## src/rtl/tpe_pkg.sv

```systemverilog
package tpe_pkg;

  // packet function codes in the top two bits of the command_control_byte
  localparam logic [1:0] FN_NONE = 2'h0;
  localparam logic [1:0] FN_REQ  = 2'h1;
  localparam logic [1:0] FN_RESP = 2'h2;
  localparam logic [1:0] FN_REL  = 2'h3;

  // command_control_byte flag positions
  localparam int ONCE_BIT = 5;
  localparam int EOM_BIT  = 4;
  localparam int STS_BIT  = 3;

  // header layout: byte index of each field, first byte on the wire is 0
  localparam logic [2:0] IDX_CCB    = 3'h0;
  localparam logic [2:0] IDX_MAP    = 3'h1;
  localparam logic [2:0] IDX_TAG_HI = 3'h2;
  localparam logic [2:0] IDX_TAG_LO = 3'h3;
  localparam logic [2:0] IDX_USR0   = 3'h4;
  localparam logic [2:0] IDX_USR1   = 3'h5;
  localparam logic [2:0] IDX_USR2   = 3'h6;
  localparam logic [2:0] IDX_LAST   = 3'h7;

  localparam logic [9:0] MAX_PAYLOAD = 10'h242;
  localparam logic [7:0] MAX_SEQ     = 8'h07;

  // reset values
  localparam logic [15:0] TAG_RST = 16'hffff;

  // timeout prescaler: one tick per millisecond
  localparam int CLK_PERIOD_NS = 32'h0000_000a;
  localparam int TICK_NS       = 32'h000f_4240;
  localparam int TICK_CYCLES   = (TICK_NS + CLK_PERIOD_NS - 1) / CLK_PERIOD_NS;
  localparam int PRESC_W       = 17;

  typedef enum logic [1:0] {
    ST_IDLE = 2'b00,
    ST_SEND = 2'b01,
    ST_WAIT = 2'b10
  } tpe_tx_e;

  typedef enum logic [0:0] {
    RX_HDR = 1'b0,
    RX_PAY = 1'b1
  } tpe_rx_e;

  typedef struct packed {
    logic       bad;
    logic       last;
    logic [2:0] seq;
    logic [7:0] data;
  } tpe_word_s;

endpackage : tpe_pkg

```

## src/rtl/tpe_buf_if.sv

```systemverilog
`timescale 1ns/100ps
interface tpe_buf_if;
  logic               in_valid;
  logic               in_ready;
  tpe_pkg::tpe_word_s in_word;
  logic               out_valid;
  logic               out_ready;
  tpe_pkg::tpe_word_s out_word;

  modport fill  (output in_valid, in_word, out_ready, input in_ready, out_valid, out_word);
  modport store (input in_valid, in_word, out_ready, output in_ready, out_valid, out_word);
endinterface : tpe_buf_if

```

## src/rtl/tpe_requester.sv

```systemverilog
`timescale 1ns/100ps
// Behaviour
// - header is eight bytes; payloads over 578 bytes are rejected.
// - top two bits of byte 0: 01 request, 10 response, 11 release.
// - end_of_message_flag appears only in the last response packet.
// - exactly-once requests carry once_only_flag set.
// - status_request_flag in a response forces an immediate resend.
// - the three spare command bits are sent as zero.
// - the bitmap/sequence byte follows the command byte in every packet.
// - a response's sequence byte is 0 to 7.
// - request bitmap bit i asks for response packet i.
// - tag sits in header bytes two and three.
// - on status_request_flag send the current bitmap at once.
// - a response message has at most eight packets.
module tpe_requester #(
  parameter int TICK_CYCLES_P = tpe_pkg::TICK_CYCLES
) (
  input  wire logic        core_clk,
  input  wire logic        arst_n,
  input  wire logic        req_start,
  input  wire logic        req_once_only,
  input  wire logic [7:0]  req_bitmap,
  input  wire logic [31:0] req_user,
  input  wire logic [15:0] req_timeout_ticks,
  input  wire logic [3:0]  req_max_retries,
  output wire logic        req_busy,
  output wire logic        req_done,
  output wire logic        req_ok,
  output wire logic [3:0]  req_rcv_count,
  output wire logic [15:0] req_tag,
  output wire logic [7:0]  resp_data,
  output wire logic [2:0]  resp_seq,
  output wire logic        resp_last,
  output wire logic        resp_bad,
  output wire logic        resp_valid,
  input  wire logic        resp_ready,
  output wire logic [31:0] resp_user,
  output wire logic        resp_user_valid,
  output wire logic [7:0]  tx_data,
  output wire logic        tx_valid,
  output wire logic        tx_last,
  input  wire logic        tx_ready,
  input  wire logic [7:0]  rx_data,
  input  wire logic        rx_valid,
  input  wire logic        rx_last,
  output wire logic        rx_ready
);

  localparam logic [tpe_pkg::PRESC_W-1:0] TICK_LAST = tpe_pkg::PRESC_W'(TICK_CYCLES_P - 1);

  typedef struct packed {
    tpe_pkg::tpe_tx_e st;
    logic [2:0]       bcnt;
    logic             rel;
    logic [7:0]       tx_data;
    logic             tx_valid;
    logic             tx_last;
    logic [15:0]      tag;
    logic [7:0]       bitmap;
    logic             once;
    logic [31:0]      user;
    logic [15:0]      timeout;
    logic [3:0]       max_retry;
    logic [3:0]       retries;
    logic [15:0]      timer;
    logic [tpe_pkg::PRESC_W-1:0] presc;
    logic             sts_pend;
    logic             busy;
    logic             done;
    logic             ok;
    logic [3:0]       rcv;
    tpe_pkg::tpe_rx_e rx_st;
    logic [2:0]       hcnt;
    logic [7:0][7:0]  hdr;
    logic [9:0]       pcnt;
    logic             pass;
    logic             over;
    logic [31:0]      resp_user;
    logic             resp_user_valid;
  } tpe_req_s;

  tpe_req_s  s_r;
  tpe_req_s  s_nxt;
  tpe_buf_if bus ();

  logic [7:0][7:0] hd;
  logic [1:0]      fn;
  logic            end_of_message_flag;
  logic            sts;
  logic [7:0]      seqb;
  logic [15:0]     rtag;
  logic            taken;
  logic            active;
  logic            match;
  logic            pkt_end;
  logic            over_now;
  logic            good_end;
  logic            launch;
  logic            launch_rel;
  logic [7:0]      clr_mask;

  // builds one header byte of an outgoing request or release
  function automatic logic [7:0] hdr_byte(input logic [2:0] idx, input logic rel,
                                          input logic once, input logic [7:0] bm,
                                          input logic [15:0] tag, input logic [31:0] user);
    logic [7:0] b;
    b = 8'h00;
    case (idx)
      tpe_pkg::IDX_CCB: begin
        b = 8'h00; // spare bits stay zero
        b[7:6] = rel ? tpe_pkg::FN_REL : tpe_pkg::FN_REQ;
        b[tpe_pkg::ONCE_BIT] = once & ~rel;
      end
      tpe_pkg::IDX_MAP:    b = rel ? 8'h00 : bm;
      tpe_pkg::IDX_TAG_HI: b = tag[15:8];
      tpe_pkg::IDX_TAG_LO: b = tag[7:0];
      tpe_pkg::IDX_USR0:   b = user[31:24];
      tpe_pkg::IDX_USR1:   b = user[23:16];
      tpe_pkg::IDX_USR2:   b = user[15:8];
      tpe_pkg::IDX_LAST:   b = user[7:0];
      default:             b = 8'h00;
    endcase
    return b;
  endfunction : hdr_byte

  // bits to drop when a response is accepted
  for (genvar i = 0; i < 8; i++) begin : g_clr
    assign clr_mask[i] = (seqb[2:0] == 3'(i)) | (end_of_message_flag & (3'(i) > seqb[2:0]));
  end

  always_comb begin
    hd = s_r.hdr;
    if (s_r.rx_st == tpe_pkg::RX_HDR) begin
      hd[s_r.hcnt] = rx_data;
    end
    fn       = hd[tpe_pkg::IDX_CCB][7:6];
    end_of_message_flag      = hd[tpe_pkg::IDX_CCB][tpe_pkg::EOM_BIT];
    sts      = hd[tpe_pkg::IDX_CCB][tpe_pkg::STS_BIT];
    seqb     = hd[tpe_pkg::IDX_MAP];
    rtag     = {hd[tpe_pkg::IDX_TAG_HI], hd[tpe_pkg::IDX_TAG_LO]};
    taken    = rx_valid & bus.in_ready;
    active   = ((s_r.st == tpe_pkg::ST_SEND) | (s_r.st == tpe_pkg::ST_WAIT)) & ~s_r.rel;
    // function 00 and release never match
    match    = (fn == tpe_pkg::FN_RESP) & (rtag == s_r.tag) & active &
               (seqb <= tpe_pkg::MAX_SEQ) & s_r.bitmap[seqb[2:0]];
    pkt_end  = taken & rx_last & ((s_r.rx_st == tpe_pkg::RX_PAY) |
                                  (s_r.hcnt == tpe_pkg::IDX_LAST));
    over_now = s_r.over | ((s_r.rx_st == tpe_pkg::RX_PAY) &
                           (s_r.pcnt == tpe_pkg::MAX_PAYLOAD));
    good_end = pkt_end & ~over_now & ((s_r.rx_st == tpe_pkg::RX_HDR) ? match : s_r.pass);
  end

  // payload of a matching response goes to the client tagged with its slot
  assign bus.in_valid      = taken & (s_r.rx_st == tpe_pkg::RX_PAY) & s_r.pass;
  assign bus.in_word.data  = rx_data;
  assign bus.in_word.seq   = s_r.hdr[tpe_pkg::IDX_MAP][2:0];
  assign bus.in_word.last  = rx_last;
  assign bus.in_word.bad   = over_now;
  assign bus.out_ready     = resp_ready;

  always_comb begin
    s_nxt                 = s_r;
    s_nxt.done            = 1'b0;
    s_nxt.resp_user_valid = 1'b0;
    launch                = 1'b0;
    launch_rel            = 1'b0;

    case (s_r.st)
      tpe_pkg::ST_IDLE: begin
        if (req_start) begin
          s_nxt.tag       = s_r.tag + 16'h0001;
          s_nxt.bitmap    = req_bitmap;
          s_nxt.once      = req_once_only;
          s_nxt.user      = req_user;
          s_nxt.timeout   = req_timeout_ticks;
          s_nxt.max_retry = req_max_retries;
          s_nxt.retries   = 4'h0;
          s_nxt.rcv       = 4'h0;
          s_nxt.sts_pend  = 1'b0;
          s_nxt.busy      = 1'b1;
          launch          = 1'b1;
        end
      end
      tpe_pkg::ST_SEND: begin
        if (s_r.tx_valid & tx_ready) begin
          if (s_r.bcnt == tpe_pkg::IDX_LAST) begin
            s_nxt.tx_valid = 1'b0;
            s_nxt.tx_last  = 1'b0;
            s_nxt.st       = s_r.rel ? tpe_pkg::ST_IDLE : tpe_pkg::ST_WAIT;
            s_nxt.busy     = ~s_r.rel;
          end else begin
            s_nxt.bcnt    = s_r.bcnt + 3'h1;
            s_nxt.tx_data = hdr_byte(s_nxt.bcnt, s_r.rel, s_r.once, s_r.bitmap, s_r.tag,
                                     s_r.user);
            s_nxt.tx_last = (s_nxt.bcnt == tpe_pkg::IDX_LAST);
          end
        end
      end
      tpe_pkg::ST_WAIT: begin
        if (s_r.presc == TICK_LAST) begin
          s_nxt.presc = '0;
          s_nxt.timer = s_r.timer + {15'h0000, (s_r.timer != 16'hffff)};
        end else begin
          s_nxt.presc = s_r.presc + tpe_pkg::PRESC_W'(1);
        end
        if (s_r.bitmap == 8'h00) begin
          s_nxt.done = 1'b1;
          s_nxt.ok   = 1'b1;
          // exactly-once responders hold the answer until released
          if (s_r.once) begin
            launch     = 1'b1;
            launch_rel = 1'b1;
          end else begin
            s_nxt.st   = tpe_pkg::ST_IDLE;
            s_nxt.busy = 1'b0;
          end
        end else if (s_r.sts_pend) begin
          s_nxt.sts_pend = 1'b0; // retries untouched, timer restarted
          launch         = 1'b1;
        end else if (s_r.timer >= s_r.timeout) begin
          if (s_r.retries == s_r.max_retry) begin
            s_nxt.done = 1'b1;
            s_nxt.ok   = 1'b0;
            s_nxt.st   = tpe_pkg::ST_IDLE;
            s_nxt.busy = 1'b0;
          end else begin
            s_nxt.retries = s_r.retries + 4'h1;
            launch        = 1'b1;
          end
        end
      end
      default: begin
        s_nxt.st = tpe_pkg::ST_IDLE;
      end
    endcase

    if (launch) begin
      s_nxt.st       = tpe_pkg::ST_SEND;
      s_nxt.rel      = launch_rel;
      s_nxt.bcnt     = tpe_pkg::IDX_CCB;
      s_nxt.tx_valid = 1'b1;
      s_nxt.tx_last  = 1'b0;
      s_nxt.tx_data  = hdr_byte(tpe_pkg::IDX_CCB, launch_rel, s_nxt.once, s_nxt.bitmap,
                                s_nxt.tag, s_nxt.user);
      s_nxt.timer    = 16'h0000;
      s_nxt.presc    = '0;
    end

    // receive side runs beside the sender; header first, then payload
    if (taken) begin
      if (s_r.rx_st == tpe_pkg::RX_HDR) begin
        s_nxt.hdr = hd;
        if (rx_last) begin
          s_nxt.hcnt = 3'h0;
        end else if (s_r.hcnt == tpe_pkg::IDX_LAST) begin
          s_nxt.rx_st = tpe_pkg::RX_PAY;
          s_nxt.pass  = match;
          s_nxt.pcnt  = 10'h000;
          s_nxt.over  = 1'b0;
          s_nxt.hcnt  = 3'h0;
        end else begin
          s_nxt.hcnt = s_r.hcnt + 3'h1;
        end
      end else begin
        s_nxt.over = over_now;
        if (!over_now) begin
          s_nxt.pcnt = s_r.pcnt + 10'h001;
        end
        if (rx_last) begin
          s_nxt.rx_st = tpe_pkg::RX_HDR;
          s_nxt.hcnt  = 3'h0;
        end
      end
    end

    // set wins over the sender's clear of the status flag
    if (good_end) begin
      s_nxt.bitmap          = s_r.bitmap & ~clr_mask;
      s_nxt.rcv             = s_r.rcv + 4'h1;
      s_nxt.resp_user       = {hd[tpe_pkg::IDX_USR0], hd[tpe_pkg::IDX_USR1],
                               hd[tpe_pkg::IDX_USR2], hd[tpe_pkg::IDX_LAST]};
      s_nxt.resp_user_valid = 1'b1;
      if (sts) begin
        s_nxt.sts_pend = 1'b1;
      end
    end
  end

  always_ff @(posedge core_clk or negedge arst_n) begin
    if (!arst_n) begin
      s_r     <= '0;
      s_r.tag <= tpe_pkg::TAG_RST;
    end else begin
      s_r <= s_nxt;
    end
  end

  tpe_skid u_skid (
    .core_clk (core_clk),
    .arst_n   (arst_n),
    .bus      (bus)
  );

  assign req_busy        = s_r.busy;
  assign req_done        = s_r.done;
  assign req_ok          = s_r.ok;
  assign req_rcv_count   = s_r.rcv;
  assign req_tag         = s_r.tag;
  assign resp_data       = bus.out_word.data;
  assign resp_seq        = bus.out_word.seq;
  assign resp_last       = bus.out_word.last;
  assign resp_bad        = bus.out_word.bad;
  assign resp_valid      = bus.out_valid;
  assign resp_user       = s_r.resp_user;
  assign resp_user_valid = s_r.resp_user_valid;
  assign tx_data         = s_r.tx_data;
  assign tx_valid        = s_r.tx_valid;
  assign tx_last         = s_r.tx_last;
  assign rx_ready        = bus.in_ready;
endmodule : tpe_requester

```

## src/rtl/tpe_skid.sv

```systemverilog
`timescale 1ns/100ps
module tpe_skid (
  input wire logic core_clk,
  input wire logic arst_n,
  tpe_buf_if.store bus
);

  typedef struct packed {
    logic [1:0]         cnt;
    logic               rdy;
    logic               vld;
    tpe_pkg::tpe_word_s e0;
    tpe_pkg::tpe_word_s e1;
  } tpe_skid_s;

  tpe_skid_s s_r;
  tpe_skid_s s_nxt;

  logic       push;
  logic       pop;
  logic [1:0] after_pop;

  // ready is registered; two entries let it lag one cycle without loss
  always_comb begin
    s_nxt     = s_r;
    push      = bus.in_valid & s_r.rdy;
    pop       = s_r.vld & bus.out_ready;
    after_pop = s_r.cnt - {1'b0, pop};
    if (pop) begin
      s_nxt.e0 = s_r.e1;
    end
    if (push) begin
      if (after_pop == 2'h0) begin
        s_nxt.e0 = bus.in_word;
      end else begin
        s_nxt.e1 = bus.in_word;
      end
    end
    s_nxt.cnt = after_pop + {1'b0, push};
    s_nxt.rdy = (s_nxt.cnt != 2'h2);
    s_nxt.vld = (s_nxt.cnt != 2'h0);
  end

  always_ff @(posedge core_clk or negedge arst_n) begin
    if (!arst_n) begin
      s_r <= '0;
    end else begin
      s_r <= s_nxt;
    end
  end

  assign bus.in_ready  = s_r.rdy;
  assign bus.out_valid = s_r.vld;
  assign bus.out_word  = s_r.e0;

endmodule : tpe_skid
```

## config.mk

```make
export PLATFORM = sky130hd
export DESIGN_NAME = tpe_requester
export DESIGN_NICKNAME = d
export VERILOG_FILES = /design/src/rtl/tpe_pkg.sv /design/src/rtl/tpe_buf_if.sv /design/src/rtl/tpe_requester.sv /design/src/rtl/tpe_skid.sv
export SDC_FILE = /design/constraint.sdc
export NUM_CORES = 1
export LEC_CHECK = 0
export CORE_MARGIN = 2
export CORE_UTILIZATION = 64
export CTS_CLUSTER_DIAMETER = 200
export DETAILED_ROUTE_END_ITERATION = 8
export DONT_BUFFER_PORTS = 1
export PLACE_DENSITY_LB_ADDON = 0.1
export SYNTH_ARGS = -nofsm -noshare
export SYNTH_HDL_FRONTEND = slang
export SYNTH_SLANG_ARGS = --single-unit
```

## constraint.sdc

```tcl
create_clock -name core_clk -period 3.64 [get_ports core_clk]
set_clock_uncertainty 0.05 [all_clocks]
set_input_delay 0.182 -clock core_clk [delete_from_list [all_inputs] [get_ports core_clk]]
set_output_delay 0.182 -clock core_clk [all_outputs]
set_load 0.005 [all_outputs]
```

## Yosys cells after proc, flatten, opt, wreduce, memory -nomap -nowiden

Cells that the tools add are included.

| cells by class | value |
|---|---|
| bitwise operators | 45 |
| reductions and logical operators | 35 |
| $lt $le $gt $ge | 13 |
| mux-type cells | 82 |
| add/sub/neg operators | 10 |
| equality and inequality tests | 48 |

Operators with widths:

| kind | number |
|---|---|
| two-way mux 33 bit | 2 |
| two-way mux 65 bit | 1 |
| bitwise mux 64 bit | 1 |
| two-way mux 64 bit | 1 |
| one-hot mux 8 bit (8 select lines) | 1 |
| two-way mux 61 bit | 1 |
| two-way mux 10 bit | 4 |
| two-way mux 13 bit | 3 |
| two-way mux 4 bit | 9 |
| two-way mux 16 bit | 2 |
| two-way mux 8 bit | 4 |
| equality test 3 bit (second input constant) | 10 |
| bitwise AND 1 bit | 26 |
| two-way mux 26 bit | 1 |
| demux 8 bit (select 3 bit) | 1 |
| two-way mux 12 bit | 2 |
| two-way mux 3 bit | 8 |
| nonzero test 2 bit | 12 |
| two-way mux 1 bit | 22 |
| two-way mux 2 bit | 11 |
| != test 2 bit (second input constant) | 9 |
| adder 17 x 1 -> 17 bit (second input constant) | 1 |
| equality test 17 bit (second input constant) | 1 |
| two-way mux 17 bit | 1 |
| 50 further kinds | 99 |

| storage, ports and cells | value |
|---|---|
| logic and storage cells | 279 |
| bits of input ports | 76 |
| bits in registers | 281 |

## Longest topological paths before layout

| depth | value |
|---|---|
| depth after elaboration | 15 |
| gate-level depth with buffers | 12 |
| gate-level depth less buffers | 10 |

## Cells and area by module

Synthesis repeated with hierarchy kept, for this count alone.

| second synthesis, totals | value |
|---|---|
| cell total of the unflattened synthesis | 1,452 |
| area total of the unflattened synthesis | 14,672.8 µm² |

Modules (own cells, without submodules):

| module | area each (µm²) | seq. area each (µm²) | cells an instance | times used |
|---|---|---|---|---|
| tpe_requester | 13,218.9 | 6,200.9 | 1,352 | 1 |
| tpe_skid | 1,453.9 | 750.7 | 100 | 1 |

## Worst setup path after synthesis

No wires, ideal clock.

| timing | value |
|---|---|
| kind | register to register |
| start | register s_r[151] (netlist name) |
| end | register s_r, in the netlist tx_data[4] |
| setup slack | 0.756 ns |
| data required time | 3.494 ns |
| arrival time | 2.738 ns |
| period minus slack after synthesis | 2.884 ns |
| setup time | 0.096 ns |
| cell stages (with the launch flop) | 11 |
| path through | dfrtp_1 -> ha_1 -> a21o_1 -> a21oi_1 -> nor2b_1 -> a2111oi_1 -> a211oi_1 -> or2_2 -> clkbuf_1 -> buf_2 -> o31ai_1 |

| between the ends | value |
|---|---|
| cells in the longest elaborated chain, start to end | 7 |

RTL lines:

| item | line | source |
|---|---|---|
| start, declared | tpe_requester.sv:82 | `tpe_req_s s_r;` |
| start signal, assigned | tpe_requester.sv:294 | `s_r <= s_nxt;` |
| greater-or-equal comparator 16 bit (*) | tpe_requester.sv:220 | `end else if (s_r.timer >= s_r.timeout) begin` |
| two-way mux 1 bit (*) | tpe_requester.sv:220 |  |
| two-way mux 1 bit (*) | tpe_requester.sv:217 | `end else if (s_r.sts_pend) begin` |
| two-way mux 1 bit (*) | tpe_requester.sv:206 | `if (s_r.bitmap == 8'h00) begin` |
| one-hot mux 1 bit (2 select lines) (*) | tpe_requester.sv:168 | `case (s_r.st)` |
| != test 2 bit (no line) or nonzero test 2 bit (tied branches) | - |  |
| AND reduction 3 bit (no line) | - |  |

Every way passes the cells marked *; elsewhere a longest branch is shown, timed or not.
A chain may end at the register's enable or synchronous reset.

## Worst setup path in the final report

| timing | value |
|---|---|
| start | register s_r[249] (netlist name) |
| end | register s_r[213] (netlist name) |

| between the ends | value |
|---|---|
| cells in the longest elaborated chain, start to end | 10 |

RTL lines:

| item | line | source |
|---|---|---|
| equality test 2 x 1 -> 1 bit or equality test 2 bit (tied branches) | tpe_requester.sv:142 | `active = ((s_r.st == tpe_pkg::ST_SEND) \| (s_r.st == tpe_pkg::ST_WAIT)) & ~s_r.rel;` |
| bitwise OR 1 bit | tpe_requester.sv:142 |  |
| bitwise AND 1 bit | tpe_requester.sv:142 |  |
| bitwise AND 1 bit (2 in series) | tpe_requester.sv:144 | `match = (fn == tpe_pkg::FN_RESP) & (rtag == s_r.tag) & active &` |
| bitwise AND 1 bit | tpe_requester.sv:145 | `(seqb <= tpe_pkg::MAX_SEQ) & s_r.bitmap[seqb[2:0]];` |
| two-way mux 1 bit | tpe_requester.sv:150 | `good_end = pkt_end & ~over_now & ((s_r.rx_st == tpe_pkg::RX_HDR) ? match : s_r.pass);` |
| bitwise AND 1 bit | tpe_requester.sv:150 |  |
| nonzero test 2 bit (no line) | - |  |
| AND reduction 2 bit (no line) | - |  |

Parallel ways exist; a longest one is shown, timed or not.

==> results.yml <==
yosys:
  synth_commonest_cells: "dfrtp_1 (261), nand2_1 (252), nor2_1 (108)"
  synth_ff_type: "dfrtp_1"
  synth_top_area_cell: "dfrtp_1"
  synth-edff-count: 0
  yosysTopAreaCellShare_pct: 46.0
  syn-cell-area_um2: 14200
  synth_seq_cells: 277
  async_flop_share_pct: 100
  synth.most_common_cell: "dfrtp_1"
  syn_area_per_cell_um2: 9.68
  synthTopCellsByArea: "dfrtp_1 (46%), nand2_1 (6.7%), mux2_2 (4.6%)"
  yosysSeqAreaShare_pct: 49.0
  ys_types: 71
  ys_warn_count: 0
  synthesis.nets: 1579
  netlist_instances: 1465
clocking:
  clk_pin_slew_ns: 0.06
  cts_buffers: 30
  postCtsSetupBuffers: 0
  max-clock-path-buffers: 3
  clockRootBuffer: "clkbuf_16"
  cts_hold_buf: 73
  cts_tree: "built"
  clkSinkCount: 277
  htree_levels: 1
  clk_latency_ns: 0.55
  ctsResizeCount: 0
timing:
  worst_pin_slew_ns: 0.884
  relSlewSlack_pct: 40.3
  rsz0062_at_grt: "false"
  report.final.setup_viol: 0
  post-route-min-period_ns: 3.30
  setup_tns_ns: 0
  maxSlewViolCount: 0
  setup_ws_ns: 0.338
  timing.hold.ws_ns: -0.725
  finalCritPeriodShare_pct: 90.7
  max_freq_mhz: 303
  hold_violations: 277
placement:
  dp_hpwl_um: 21900
  pre_cts_slack_ns: 0.389
  port_buffers: 0
  dp_cells: 1633
  place_congestion: 0.897
floorplan:
  num_rows: 54
  ios: 157
  die_x_um: 153
  start_util_pct: 65.0
  die_h_um: 153
  core_um2: 21800
  die_area_um2: 23400
global_route:
  overflow: 0
  grt_pass1_wl_um: 55700
  grtUsageTotal_pct: 29.4
  antenna_found_initial: 0
  grt_pass1_vias: 10400
  grt_start_max_net_pins: 278
detailed_routing:
  dr_total_vias: 10600
  drt_iter0_markers: 930
  routedWlPerCell_um: 19.5
  viasPerCell: 6.01
  ant_nets: 0
  drt-total-wl_um: 34300
  first_pass_iters: 6
  drc: 0
critical_path:
  crit_path_max_fanout: 8
  slowest_delay_ns: 0.48
  cp.required_ns: 4.02
  cp.arrival_ns: 3.69
  setup.worst_path.class: "flip-flop to flip-flop"
  cp-end-kind: "flip-flop"
  crit_path_cell_trace: "inv_1, ha_1, nand2b_1, a2111oi_0, o2111ai_1, a2111oi_2, nand4_1, o21ai_4, mux2_2, a22o_1"
  critPathLaunchType: "flip-flop"
  critPathSlowestCell: "dfrtp_1"
  reg2reg_depth: 10
cells_and_area:
  fin_nets: 1572
  area_growth_pct: 11.7
  layout-drive-gt1-share_pct: 12.0
  n_antenna_cell: 0
  layoutNonFillerInstCount: 1760
outcome:
  violations: "negative hold slack"
  status: "complete, but fails checks"
power:
  power_w: 0.0109
  p_leak_nw: 7.39
  max-vdd-ir-drop_v: 0.000449
  p_per_area_nw_per_um2: 689
flow_run:
  cap_viol_max_count: 0
hold_path:
  hold_class: "primary input to async pin"
registers in the layout (all words and copies together), names as in the netlist:
signal,count
u_skid.s_r,15
req_done,1
resp_user,32
u_skid.bus.out_valid,1
req_busy,1
resp_user_valid,1
tx_data,8
u_skid.bus.out_word,13
req_ok,1
s_r,178
req_tag,16
u_skid.bus.in_ready,1
tx_last,1
req_rcv_count,4
tx_valid,1
bus.in_word,3
final timing paths:
check                                 from        to  slack (ns)
worst max-delay path              s_r[249]  s_r[213]        0.34
worst min-delay path                arst_n  s_r[161]       -0.73
worst max register to register    s_r[249]  s_r[213]        0.34
worst min register to register    s_r[198]  s_r[198]        0.42
max in group asynchronous           arst_n  s_r[120]        3.68
min in group core_clk           rx_data[2]  s_r[215]        0.03
cell type report:
| type | count | area (um2) |
|---|---|---|
| Timing Repair Buffer | 112 | 1040 |
| Sequential cell | 277 | 6950 |
| Clock buffer | 45 | 938 |
| Clock inverter | 9 | 175 |
| Inverter | 55 | 206 |
| Tap cell | 280 | 350 |
| Multi-Input combinational cell | 982 | 6190 |
| Fill cell | 1578 | 5980 |
metal layers:
metal	up-vias	wire (um)	global-route usage (%)
met3	61	2500	6.21
met1	5172	15400	43.5
met4	0	828	8.20
met2	367	15600	44.6
li1	4977	-	-
met5	-	0	0
report_power, final:
part,switching (W),total (W),internal [W],leakage (nW)
Clock,0.00122,0.00334,0.00212,0.543
Sequential,0.000640,0.00454,0.00390,3.60
Combinational,0.00174,0.00303,0.00129,3.25
worst max-delay path, delay by kind of cell (launching register included):
kind | cells | cell delay [ns]
DFF | 1 | 0.48
AOI/OAI and AO/OA | 5 | 1.47
buffers and inverters | 1 | 0.11
adders and majority gates | 1 | 0.34
and+or+nand+nor | 2 | 0.36
muxes | 1 | 0.38
per-stage QoR:
| step | cell area, um2 | util (%) | hold WS, ns |
|---|---|---|---|
| floorplan | 14200 | - | -0.164 |
| global placement | 14000 | 64.2 | -0.157 |
| detailed placement | 14000 | 64.2 | -0.155 |
| CTS | 15800 | 72.6 | -0.730 |
| global route | 15800 | 72.6 | -0.738 |
| finish | 15800 | 72.6 | -0.725 |
cells in the final DEF, fill, tap and decap left out, types with 26 or more instances in the layout:
master         netlist  final
xnor2_1             26     26
inv_1               55     55
o21ai_0             83     83
a21oi_1             85     85
clkbuf_16            0     31
nor2_1             108    108
mux2_2              58     58
xor2_1              38     38
mux2i_1             61     61
nand2_1            252    252
ha_1                38     38
dlygate4sd3_1        0     73
dfrtp_1            261    261
buf_4               75     38
nand3_1             32     32
cell families (layout without fill, tap and decap cells):
| kind of cell | count (synthesis) | in the layout | synth area share (%) |
|---|---|---|---|
| compound gates | 264 | 264 | 11.5 |
| xor+xnor | 64 | 64 | 3.95 |
| flops | 277 | 277 | 49.0 |
| fa+ha+maj | 38 | 38 | 3.35 |
| buf+inv | 206 | 221 | 7.61 |
| simple gates | 497 | 497 | 15.6 |
| mux | 119 | 119 | 8.91 |
Power figures use the tool's default switching activity.
